$ cat src/rtl/root_hub_pkg.sv
// Purpose: shared constants and types for the root hub port status block
// Assumes: 10 MHz clock, 32-bit Avalon-MM slave, byte addresses
// Notes:   offsets are byte addresses of word-aligned registers
package root_hub_pkg;
	localparam int          NUM_PORTS = 2;
	localparam int          CLK_HZ    = 10_000_000;
	localparam int          ADDR_W    = 8;
	// register byte offsets
	localparam logic [7:0]  OFS_PORT0      = 8'h54;
	localparam logic [7:0]  OFS_PORT1      = 8'h58;
	localparam logic [7:0]  OFS_HUB_CFG    = 8'h60;
	localparam logic [7:0]  OFS_GLOBAL_CMD = 8'h64;
	localparam logic [7:0]  OFS_IRQ_STAT   = 8'h70;
	localparam logic [7:0]  OFS_IRQ_CLR    = 8'h74;
	localparam logic [7:0]  OFS_IRQ_EN     = 8'h78;
	// port register bit positions
	localparam int BIT_RESET_DONE_CHG = 20;
	localparam int BIT_OC_CHG         = 19;
	localparam int BIT_RESUME_CHG     = 18;
	localparam int BIT_ENABLE_CHG     = 17;
	localparam int BIT_CONNECT_CHG    = 16;
	localparam int BIT_SPEED_CPP      = 9;
	localparam int BIT_POWER_SPP      = 8;
	localparam int BIT_RESET_SPR      = 4;
	localparam int BIT_OC_CSS         = 3;
	localparam int BIT_SUSP_SPS       = 2;
	localparam int BIT_ENABLE_SPE     = 1;
	localparam int BIT_CONN_CPE       = 0;
	// hub configuration register fields
	localparam int CFG_PER_PORT_SW   = 0;
	localparam int CFG_NO_SWITCHING  = 1;
	localparam int CFG_NO_PROTECT    = 2;
	localparam int CFG_PER_PORT_OC   = 3;
	localparam int CFG_MASK_LSB      = 4;
	localparam int CFG_REMOVE_LSB    = 6;
	localparam int CFG_FSTATE_LSB    = 8;
	localparam logic [9:0]  CFG_RESET = 10'h009;
	localparam logic [9:0]  CFG_MASK  = 10'h3FF;
	// global command register fields
	localparam int GCMD_SET_POWER = 0;
	localparam int GCMD_CLR_POWER = 1;
	// operational functional state
	localparam logic [1:0]  FSTATE_OPERATIONAL = 2'h1;
	// timing
	localparam int RESET_TIME_MS  = 10;
	localparam int RESUME_TIME_MS = 20;
	localparam int RESET_CYCLES   = RESET_TIME_MS * (CLK_HZ / 1000);
	localparam int RESUME_CYCLES  = RESUME_TIME_MS * (CLK_HZ / 1000);
	localparam int CNT_W          = 18;
	localparam int IRQ_W          = 5 * NUM_PORTS;
	localparam logic [31:0] ZERO_WORD = 32'h0000_0000;

	typedef enum logic [2:0] {
		PH_IDLE   = 3'b001,
		PH_RESET  = 3'b010,
		PH_RESUME = 3'b100
	} port_phase_t;

	// readable state of one port, in register order
	typedef struct packed {
		logic reset_done_change;
		logic overcurrent_change;
		logic resume_done_change;
		logic enable_change;
		logic connect_change;
		logic low_speed_attached;
		logic power_on_status;
		logic reset_active_status;
		logic overcurrent_status;
		logic suspended_status;
		logic enabled_status;
		logic connected_status;
	} port_state_t;
endpackage

$ cat src/rtl/usb_root_hub_port_status.sv
// Purpose: per-port status and control of a two-port USB root hub
// Assumes: single 10 MHz clock, synchronous active-high reset,
//          device pins asynchronous to clk
// Notes:   Avalon-MM slave with one wait state on every access
`timescale 1ns/1ps
`default_nettype none
module usb_root_hub_port_status #(
	parameter int RESET_CNT  = root_hub_pkg::RESET_CYCLES,
	parameter int RESUME_CNT = root_hub_pkg::RESUME_CYCLES
) (
	input  wire logic                                clk,
	input  wire logic                                sys_rst,
	input  wire logic [root_hub_pkg::ADDR_W-1:0]     address,
	input  wire logic                                read,
	input  wire logic                                write,
	input  wire logic [31:0]                         writedata,
	input  wire logic [3:0]                          byteenable,
	output logic      [31:0]                         readdata,
	output logic                                     waitrequest,
	input  wire logic [root_hub_pkg::NUM_PORTS-1:0]  dev_connect,
	input  wire logic [root_hub_pkg::NUM_PORTS-1:0]  dev_low_speed,
	input  wire logic [root_hub_pkg::NUM_PORTS-1:0]  overcurrent_pin,
	input  wire logic [root_hub_pkg::NUM_PORTS-1:0]  bubble_err,
	output logic      [root_hub_pkg::NUM_PORTS-1:0]  port_power,
	output logic      [root_hub_pkg::NUM_PORTS-1:0]  port_reset_drive,
	output logic      [root_hub_pkg::NUM_PORTS-1:0]  port_suspend,
	output logic      [root_hub_pkg::NUM_PORTS-1:0]  port_enable,
	output logic                                     irq
);
	import root_hub_pkg::*;

	// bus handshake: one wait state, answer on the second cycle
	logic             ack_ff;
	logic [31:0]      rdata_ff;
	logic [9:0]       cfg_ff;
	logic [IRQ_W-1:0] irq_stat_ff;
	logic [IRQ_W-1:0] irq_en_ff;
	wire              req      = read | write;
	wire              take_wr  = write & ack_ff;
	wire              take_rd  = read & ~ack_ff;
	wire [31:0]       be_mask  = {{8{byteenable[3]}}, {8{byteenable[2]}},
		{8{byteenable[1]}}, {8{byteenable[0]}}};
	wire [31:0]       wd       = writedata & be_mask; // lanes off act as 0
	wire              hit_cfg  = address == OFS_HUB_CFG;
	wire              hit_gcmd = address == OFS_GLOBAL_CMD;
	wire              hit_ist  = address == OFS_IRQ_STAT;
	wire              hit_iclr = address == OFS_IRQ_CLR;
	wire              hit_ien  = address == OFS_IRQ_EN;
	// a held request sees waitrequest fall in its second cycle, so the
	// master never has to assume a fixed latency
	assign waitrequest = req & ~ack_ff;
	assign readdata    = rdata_ff;
	assign irq         = |(irq_stat_ff & irq_en_ff);

	// ack toggles, so back-to-back requests each get one wait state
	always_ff @(posedge clk) begin
		if (sys_rst)
			ack_ff <= 1'b0;
		else
			ack_ff <= req & ~ack_ff;
	end

	// hub configuration fields, taken from the configuration register
	wire       per_port_switching = cfg_ff[CFG_PER_PORT_SW];
	wire       no_switching       = cfg_ff[CFG_NO_SWITCHING];
	wire       no_protection      = cfg_ff[CFG_NO_PROTECT];
	wire       per_port_overcurrent = cfg_ff[CFG_PER_PORT_OC];
	wire [1:0] power_mask_field   = cfg_ff[CFG_MASK_LSB +: 2];
	wire [1:0] removable_field    = cfg_ff[CFG_REMOVE_LSB +: 2];
	wire [1:0] functional_state   = cfg_ff[CFG_FSTATE_LSB +: 2];
	wire       fs_operational = functional_state == FSTATE_OPERATIONAL;
	wire       set_global_power = take_wr & hit_gcmd & wd[GCMD_SET_POWER];
	wire       clear_global_power = take_wr & hit_gcmd & wd[GCMD_CLR_POWER];
	wire       oc_report = ~no_protection & per_port_overcurrent;

	// configuration and interrupt enable registers
	always_ff @(posedge clk) begin
		if (sys_rst) begin
			cfg_ff    <= CFG_RESET;
			irq_en_ff <= '0;
		end else if (take_wr) begin
			if (hit_cfg)
				cfg_ff <= (cfg_ff & ~be_mask[9:0]) | (wd[9:0] & CFG_MASK);
			if (hit_ien)
				irq_en_ff <= (irq_en_ff & ~be_mask[IRQ_W-1:0])
					| wd[IRQ_W-1:0];
		end
	end

	port_state_t          pst [NUM_PORTS];
	logic [IRQ_W-1:0]     irq_ev;
	logic [NUM_PORTS-1:0] hit_port;

	// sticky interrupt status; a new event beats a clear in the same cycle
	wire [IRQ_W-1:0] irq_clr = (take_wr & hit_iclr) ? wd[IRQ_W-1:0] : '0;
	wire [IRQ_W-1:0] nxt_irq_stat = (irq_stat_ff & ~irq_clr) | irq_ev;
	always_ff @(posedge clk) begin
		if (sys_rst)
			irq_stat_ff <= '0;
		else
			irq_stat_ff <= nxt_irq_stat;
	end

	// read mux; unmapped and write-only words read as zero
	// reads have no side effect; change flags clear by write-one, resume-done also when reset-done newly sets
	logic [31:0] rmux;
	always_comb begin
		rmux = ZERO_WORD;
		if (hit_port[0])
			rmux = {11'h000, pst[0][11:7], 6'h00, pst[0][6:5], 3'h0,
				pst[0][4:0]};
		else if (hit_port[1])
			rmux = {11'h000, pst[1][11:7], 6'h00, pst[1][6:5], 3'h0,
				pst[1][4:0]};
		else if (hit_cfg)
			rmux = {22'h000000, cfg_ff};
		else if (hit_ist)
			rmux = {{(32-IRQ_W){1'b0}}, irq_stat_ff};
		else if (hit_ien)
			rmux = {{(32-IRQ_W){1'b0}}, irq_en_ff};
	end

	always_ff @(posedge clk) begin
		if (sys_rst)
			rdata_ff <= ZERO_WORD;
		else if (take_rd)
			rdata_ff <= rmux;
	end

	// one identical copy of the port logic per downstream port
	genvar p;
	generate
		for (p = 0; p < NUM_PORTS; p++) begin : g_port
			logic [2:0]  con_s_ff, ls_s_ff, oc_s_ff, bub_s_ff;
			logic        con_f_ff, ls_f_ff, oc_f_ff, bub_f_ff;
			logic        ccs_ff, en_ff, susp_ff, pwr_ff, oc_ff, ls_ff;
			logic        rdc_ff, occ_ff, rsc_ff, enc_ff, csc_ff;
			logic        bub_d_ff;
			logic [CNT_W-1:0] cnt_ff;
			port_phase_t phase_ff;

			// three-stage synchronisers; a change counts when 2 and 3 agree
			// stage 1 feeds only stage 2, so metastability stays contained
			always_ff @(posedge clk) begin
				if (sys_rst) begin
					con_s_ff <= 3'h0;
					ls_s_ff  <= 3'h0;
					oc_s_ff  <= 3'h0;
					bub_s_ff <= 3'h0;
					con_f_ff <= 1'b0;
					ls_f_ff  <= 1'b0;
					oc_f_ff  <= 1'b0;
					bub_f_ff <= 1'b0;
				end else begin
					con_s_ff <= {con_s_ff[1:0], dev_connect[p]};
					ls_s_ff  <= {ls_s_ff[1:0], dev_low_speed[p]};
					oc_s_ff  <= {oc_s_ff[1:0], overcurrent_pin[p]};
					bub_s_ff <= {bub_s_ff[1:0], bubble_err[p]};
					if (con_s_ff[1] == con_s_ff[2])
						con_f_ff <= con_s_ff[2];
					if (ls_s_ff[1] == ls_s_ff[2])
						ls_f_ff <= ls_s_ff[2];
					if (oc_s_ff[1] == oc_s_ff[2])
						oc_f_ff <= oc_s_ff[2];
					if (bub_s_ff[1] == bub_s_ff[2])
						bub_f_ff <= bub_s_ff[2];
				end
			end

			// write decode of this port's word and its command bits
			wire hit = address == (p == 0 ? OFS_PORT0 : OFS_PORT1);
			wire wr  = take_wr & hit;
			wire c_rdc  = wr & wd[BIT_RESET_DONE_CHG];
			wire c_occ  = wr & wd[BIT_OC_CHG];
			wire c_rsc  = wr & wd[BIT_RESUME_CHG];
			wire c_enc  = wr & wd[BIT_ENABLE_CHG];
			wire c_csc  = wr & wd[BIT_CONNECT_CHG];
			wire c_cpp  = wr & wd[BIT_SPEED_CPP];  // write meaning
			wire c_spp  = wr & wd[BIT_POWER_SPP];
			wire c_spr  = wr & wd[BIT_RESET_SPR];
			wire c_css  = wr & wd[BIT_OC_CSS];
			wire c_sps  = wr & wd[BIT_SUSP_SPS];
			wire c_spe  = wr & wd[BIT_ENABLE_SPE];
			wire c_cpe  = wr & wd[BIT_CONN_CPE];   // write meaning
			assign hit_port[p] = hit;

			// overcurrent status and its rising edge
			wire nxt_oc   = oc_report & oc_f_ff;
			wire oc_event = nxt_oc & ~oc_ff;
			wire bubble   = bub_f_ff & ~bub_d_ff & en_ff;
			wire masked   = power_mask_field[p];
			wire pwr_on   = (~per_port_switching & set_global_power)
				| (per_port_switching & ~masked & set_global_power)
				| (per_port_switching & masked & c_spp);
			wire pwr_off  = (~per_port_switching & clear_global_power)
				| (per_port_switching & ~masked & clear_global_power)
				| (per_port_switching & masked & c_cpp)
				| oc_event;
			// no_switching beats every clear: power stays on while running
			wire nxt_pwr  = no_switching | ((pwr_ff | pwr_on) & ~pwr_off);
			wire pwr_drop = pwr_ff & ~nxt_pwr;
			wire nxt_ccs  = con_f_ff & nxt_pwr;
			wire disc     = ccs_ff & ~nxt_ccs;

			// reset and resume timing share one counter
			wire cnt_done = cnt_ff == CNT_W'(1);
			wire rst_done = phase_ff == PH_RESET & cnt_done;
			wire rsm_done = phase_ff == PH_RESUME & cnt_done;
			wire rst_end  = rst_done & fs_operational;
			wire start_rst = c_spr & ccs_ff & phase_ff != PH_RESET;
			wire start_rsm = c_css & susp_ff & phase_ff == PH_IDLE;
			port_phase_t nxt_phase;
			logic [CNT_W-1:0] nxt_cnt;
			// a reset that times out outside the operational state stays
			// asserted; parking the counter at zero sets its flag only once
			always_comb begin
				nxt_phase = phase_ff;
				nxt_cnt   = (cnt_ff > CNT_W'(1)) ? cnt_ff - CNT_W'(1) : cnt_ff;
				case (phase_ff)
					PH_IDLE: begin
						if (start_rst) begin
							nxt_phase = PH_RESET;
							nxt_cnt   = CNT_W'(RESET_CNT);
						end else if (start_rsm) begin
							nxt_phase = PH_RESUME;
							nxt_cnt   = CNT_W'(RESUME_CNT);
						end
					end
					PH_RESET: begin
						if (rst_end | pwr_drop)
							nxt_phase = PH_IDLE;
						else if (rst_done)
							nxt_cnt   = '0;
					end
					PH_RESUME: begin
						if (start_rst) begin
							nxt_phase = PH_RESET;
							nxt_cnt   = CNT_W'(RESET_CNT);
						end else if (rsm_done | pwr_drop)
							nxt_phase = PH_IDLE;
					end
					default: nxt_phase = PH_IDLE;
				endcase
			end

			// port state bits, cleared by the hardware reset and loaded every cycle
			wire nxt_susp = (susp_ff | (c_sps & ccs_ff))
				& ~(pwr_drop & (rsc_ff | rsm_done))
				& ~rst_end & ~rsm_done;
			wire nxt_en = (en_ff | (c_spe & ccs_ff) | rst_done
				| rsm_done)
				& ~c_cpe & ~oc_event & ~disc & ~bubble & nxt_ccs;
			// change flags: a set wins over the write-one clear
			// resume-done also drops when reset-done newly sets
			wire nxt_rdc = (rdc_ff & ~c_rdc) | rst_done;
			wire nxt_occ = (occ_ff & ~c_occ) | (nxt_oc ^ oc_ff);
			wire nxt_rsc = ((rsc_ff & ~c_rsc) & ~(rst_done & ~rdc_ff))
				| rsm_done;
			wire nxt_enc = (enc_ff & ~c_enc) | oc_event | disc
				| bubble;
			wire csc_set = (~ccs_ff & (c_spr | c_spe | c_sps))
				| (removable_field[p] & (nxt_ccs ^ ccs_ff));
			wire nxt_csc = (csc_ff & ~c_csc) | csc_set;

			always_ff @(posedge clk) begin
				if (sys_rst) begin
					phase_ff <= PH_IDLE;
					cnt_ff   <= '0;
					pwr_ff   <= 1'b0;
					ccs_ff   <= 1'b0;
					en_ff    <= 1'b0;
					susp_ff  <= 1'b0;
					oc_ff    <= 1'b0;
					ls_ff    <= 1'b0;
					bub_d_ff <= 1'b0;
					rdc_ff   <= 1'b0;
					occ_ff   <= 1'b0;
					rsc_ff   <= 1'b0;
					enc_ff   <= 1'b0;
					csc_ff   <= 1'b0;
				end else begin
					phase_ff <= nxt_phase;
					cnt_ff   <= nxt_cnt;
					pwr_ff   <= nxt_pwr;
					ccs_ff   <= nxt_ccs;
					en_ff    <= nxt_en;
					susp_ff  <= nxt_susp;
					oc_ff    <= nxt_oc;
					ls_ff    <= nxt_ccs & ls_f_ff;
					bub_d_ff <= bub_f_ff;
					rdc_ff   <= nxt_rdc;
					occ_ff   <= nxt_occ;
					rsc_ff   <= nxt_rsc;
					enc_ff   <= nxt_enc;
					csc_ff   <= nxt_csc;
				end
			end

			// interrupt events: rising edges of the five change flags
			assign irq_ev[5*p +: 5] = {nxt_rdc & ~rdc_ff, nxt_occ & ~occ_ff,
				nxt_rsc & ~rsc_ff, nxt_enc & ~enc_ff, nxt_csc & ~csc_ff};

			assign pst[p] = '{reset_done_change:   rdc_ff,
				overcurrent_change:  occ_ff,
				resume_done_change:  rsc_ff,
				enable_change:       enc_ff,
				connect_change:      csc_ff,
				low_speed_attached:  ls_ff,
				power_on_status:     pwr_ff,
				reset_active_status: phase_ff == PH_RESET,
				overcurrent_status:  oc_ff,
				suspended_status:    susp_ff,
				enabled_status:      en_ff,
				connected_status:    ccs_ff};
			assign port_power[p]       = pwr_ff;
			assign port_reset_drive[p] = phase_ff == PH_RESET;
			assign port_suspend[p]     = susp_ff;
			assign port_enable[p]      = en_ff;
		end
	endgenerate
endmodule
`default_nettype wire

$ cat config.mk
export PLATFORM = sky130hd
export DESIGN_NAME = usb_root_hub_port_status
export DESIGN_NICKNAME = d
export VERILOG_FILES = /design/src/rtl/root_hub_pkg.sv /design/src/rtl/usb_root_hub_port_status.sv
export SDC_FILE = /design/constraint.sdc
export NUM_CORES = 1
export LEC_CHECK = 0
export ABC_CLOCK_PERIOD_IN_PS = 6840
export BUFFER_PORTS_ARGS = -buffer_cell sky130_fd_sc_hd__buf_4
export CORE_MARGIN = 1.5
export CORE_UTILIZATION = 40
export DETAILED_ROUTE_END_ITERATION = 16
export GPL_ROUTABILITY_DRIVEN = 1
export HOLD_SLACK_MARGIN = 0.12
export PLACE_DENSITY = 0.69
export RECOVER_POWER = 100
export SETUP_SLACK_MARGIN = 0.15
export SYNTH_ARGS = -nofsm -noshare
export SYNTH_HDL_FRONTEND = slang
export SYNTH_SLANG_ARGS = --single-unit
$ cat constraint.sdc
create_clock -name clk -period 6.84 [get_ports clk]
set_input_delay 0.342 -clock clk [delete_from_list [all_inputs] [get_ports clk]]
set_output_delay 0.342 -clock clk [all_outputs]
set_load 0.05 [all_outputs]
==> flow_summary.yaml <==
layout:
  share_of_layout_cells_above_drive_strength_1_pct: 9.98
  final_core_utilization_pct: 47.2
  n_antenna_cell: 0
  design_area_um2: 7850
  multi_input_comb_area_um2: 3610
  areaGrowthSynthToFinish_pct: 14.7
  fill_cells: 1660
  design.final.nets: 913
  ff_latch_area_um2: 2880
critical_path:
  timing.critical_path.slowest_cell_delay_ps: 2220
  worstSetupStartpointType: "input port"
  criticalPathCategory: "input port to flip-flop"
  worst-path-max-fanout: 71
  type_of_element_capturing_the_critical_path: "flip-flop"
  arrival_ps: 4620
  reg2reg_setup_slack_ps: 3890
  critical-path-top-cell-by-count: "clkbuf_1"
  data_required_time_of_the_worst_path_ps: 7140
  cp_slowest_cell: "clkbuf_1"
  cp_cell_sequence: "clkbuf_1, clkbuf_1, a21o_1, nor2_1"
floorplanning:
  coreArea_um2: 16600
  row_count: 47
  design.portCount: 98
  floorplan.initialDensity_pct: 41.1
  width_of_the_die_um: 134
  die_h_um: 134
  design.die.area_um2: 17900
global_routing:
  routing_usage_on_met1_pct: 26.8
  grt_use_met2_pct: 32.1
  grt_most_used_layer: "met2"
  grt_antenna_before_repair: 0
  grt_overflow: 0
  grt_start_max_net_pins: 72
  grt_first_pass_wirelength_um: 28700
  vias_in_the_first_global_route: 5550
  grt.met3_usage_pct: 5.52
  grt.total_usage_pct: 20.6
synthesis:
  post_synth_inst_count: 805
  synth.lib_cells_used.distinct: 78
  post_synth_instance_area_um2: 6850
  async_flop_share_pct: 0
  flip_flop_and_latch_count_after_synthesis: 144
  synth_warnings: 0
  yosys-top-cells-area: "dfxtp_1 42%, a21oi_1 4.7%, nor2_1 4.6%"
  synth-compound-area-share_pct: 18.1
  synth_area_leader_cell: "dfxtp_1"
  post_synth_mux_area_share_pct: 1.61
  synth_top_cells_by_count: "144 x dfxtp_1, 83 x nor2_1, 69 x nand2_1"
  synth-seq-area-share_pct: 42.1
  synth_area_per_cell_um2: 8.50
  synthAdderAreaFrac_pct: 1.46
  synthFlopType: "dfxtp_1"
  synth_simple_gate_area_share_pct: 27.3
  synth_most_common_cell: "dfxtp_1"
  synth_edf_count: 0
  yosys.area_share.xor_xnor_pct: 3.84
  synth_top_family_by_area: "simple AND/OR/NAND/NOR gates"
  yosys_top_cell_area_share_pct: 42.1
cts:
  cts-buffers-inserted: 17
  cts_sinks: 144
  cts_h_tree_lvls: 4
  path_clk_slew_ps: 60
  cts-root-buf: "clkbuf_16"
  clock_tree_from_tritoncts: "built"
  clk_path_buf_depth: 2
  clk_latency_ps: 430
sta:
  final-setup-viol-count: 0
  rsz0062_at_grt: "false"
  final-max-slew-violation-count: 137
  final_period_minus_worst_setup_slack_ps: 4320
  max-slew-margin-rel_pct: -99.6
  maximum_clock_frequency_mhz: 232
  final-hold-violation-count: 0
  final.setup_skew_ps: 9.29
  timing.setup.tns_ps: 0
  layout_worst_path_cycle_share_pct: 63.1
  max_slew.worst_pin.slew_ps: 2990
detailed_routing:
  drt_first_pass_iters: 8
  detail_route.wirelength_um: 18000
  post_drt_via_cell_ratio: 5.64
  remaining_drc_errors: 0
  antenna_left: 0
  routed_wire_length_per_instance_um: 16.6
  detailedRoute.firstIterationViolations: 544
  dr_total_vias: 6104
min_path:
  holdCritPathClass: "input port to flip-flop"
placed_design:
  routabilityCongestion: 0.943
  dpl-instance-area_um2: 7360
  buffer_ports.inserted: 62
  hpwlAfterDp_um: 12800
pwr:
  cellLeakagePower_nw: 2.89
  power_per_unit_of_standard_cell_area_nw_per_um2: 335
  vdd.ir_drop.worst_v: 0.000324
status:
  violations: "capacitance limit, slew limit"
  outcome: "finished with violations"
run:
  maxCapViolations: 3
[cell usage in the layout (no fill, tap or decap), types with 4 or more instances in the layout]
master     netlist  layout
a221oi_1        12      12
xnor2_1         13      13
buf_4           23      37
clkbuf_1        24      28
a21o_1           8       8
ha_1             8       8
o21ai_0         31      32
nand4_1          6       6
a22oi_1         13      13
nor2b_1         34      34
conb_1           1      17
inv_1           17      17
nor3b_1          6       7
nand3_1         35      35
a41oi_1          4       4
and2_1          10       6
xor2_1          17      17
nand2b_1        10      10
mux2i_1         11      11
clkbuf_16        0      17
or3_1            6       6
a211oi_1        10      10
o21ai_1          5       4
nand2_1         69      69
a21oi_1         64      64
nor4_1           6       6
nor3_1          33      34
nor2_1          83      83
clkbuf_8         0       5
and2_0           0       4
dfxtp_1        144     144
nand3b_1         4       4
and3_1          16      16
[metal layers]
layer / vias up / share of wire, %
met1: 2855 / 44
li1: 2946 / -
met2: 264 / 45
met5: - / 0
met3: 39 / 8.5
met4: 0 / 2.6
[cell families after synthesis]
group,Yosys count
muxes,11
and+or+nand+nor,350
adders and majority gates,8
buffers and inverters,73
AOI/OAI and AO/OA,188
DFF,144
xor gates and xnor gates,30
other,1
[worst max-delay path, delay by kind of cell]
kind            cells  cell delay [ps]
compound gates      1              370
buf+inv             2             3780
simple gates        1               90
[metrics by stage]
step | cells | power [mW] | setup slack (ps) | hold WS (ps)
after floorplan | 821 | 1.56 | 4580 | 414
after global placement | 1049 | 1.67 | 3840 | 423
after detailed placement | 1049 | 1.68 | 3820 | 422
after CTS | 1082 | 2.66 | 3980 | 120
after global routing | 1082 | 2.77 | 2010 | 131
final | 1082 | 2.63 | 2520 | 132
[worst paths after layout]
path                               from                     to  depth (start not counted)
setup / recovery                sys_rst   g_port[0].cnt_ff[12]                          4
hold reg to reg   g_port[1].bub_s_ff[0]  g_port[1].bub_s_ff[1]                          1
hold / removal       overcurrent_pin[0]   g_port[0].oc_s_ff[0]                          2
setup reg to reg              flip-flop         irq_stat_ff[6]                         12
[final cells by class]
class | count | share of cell area, %
Multi-Input combinational cell | 604 | 46.0
Timing Repair Buffer | 65 | 4.96
Clock inverter | 9 | 1.64
Sequential cell | 144 | 36.7
Tap cell | 220 | 3.51
Clock buffer | 23 | 6.34
Inverter | 17 | 0.813
[what timing repair did]
action	CTS	global route
hold buffers	1	0
hold endpoints to repair	1	0
setup buffers	0	0
resized for setup	0	0
[power by group]
| group | leakage [nW] | switching, mW | internal, mW | total, mW |
|---|---|---|---|---|
| combinational | 1.42 | 0.408 | 0.272 | 0.680 |
| sequential | 1.17 | 0.0682 | 0.914 | 0.982 |
| clock | 0.305 | 0.346 | 0.620 | 0.967 |
| total | 2.89 | 0.822 | 1.81 | 2.63 |
No activity file was read; power rests on OpenSTA's default activity.
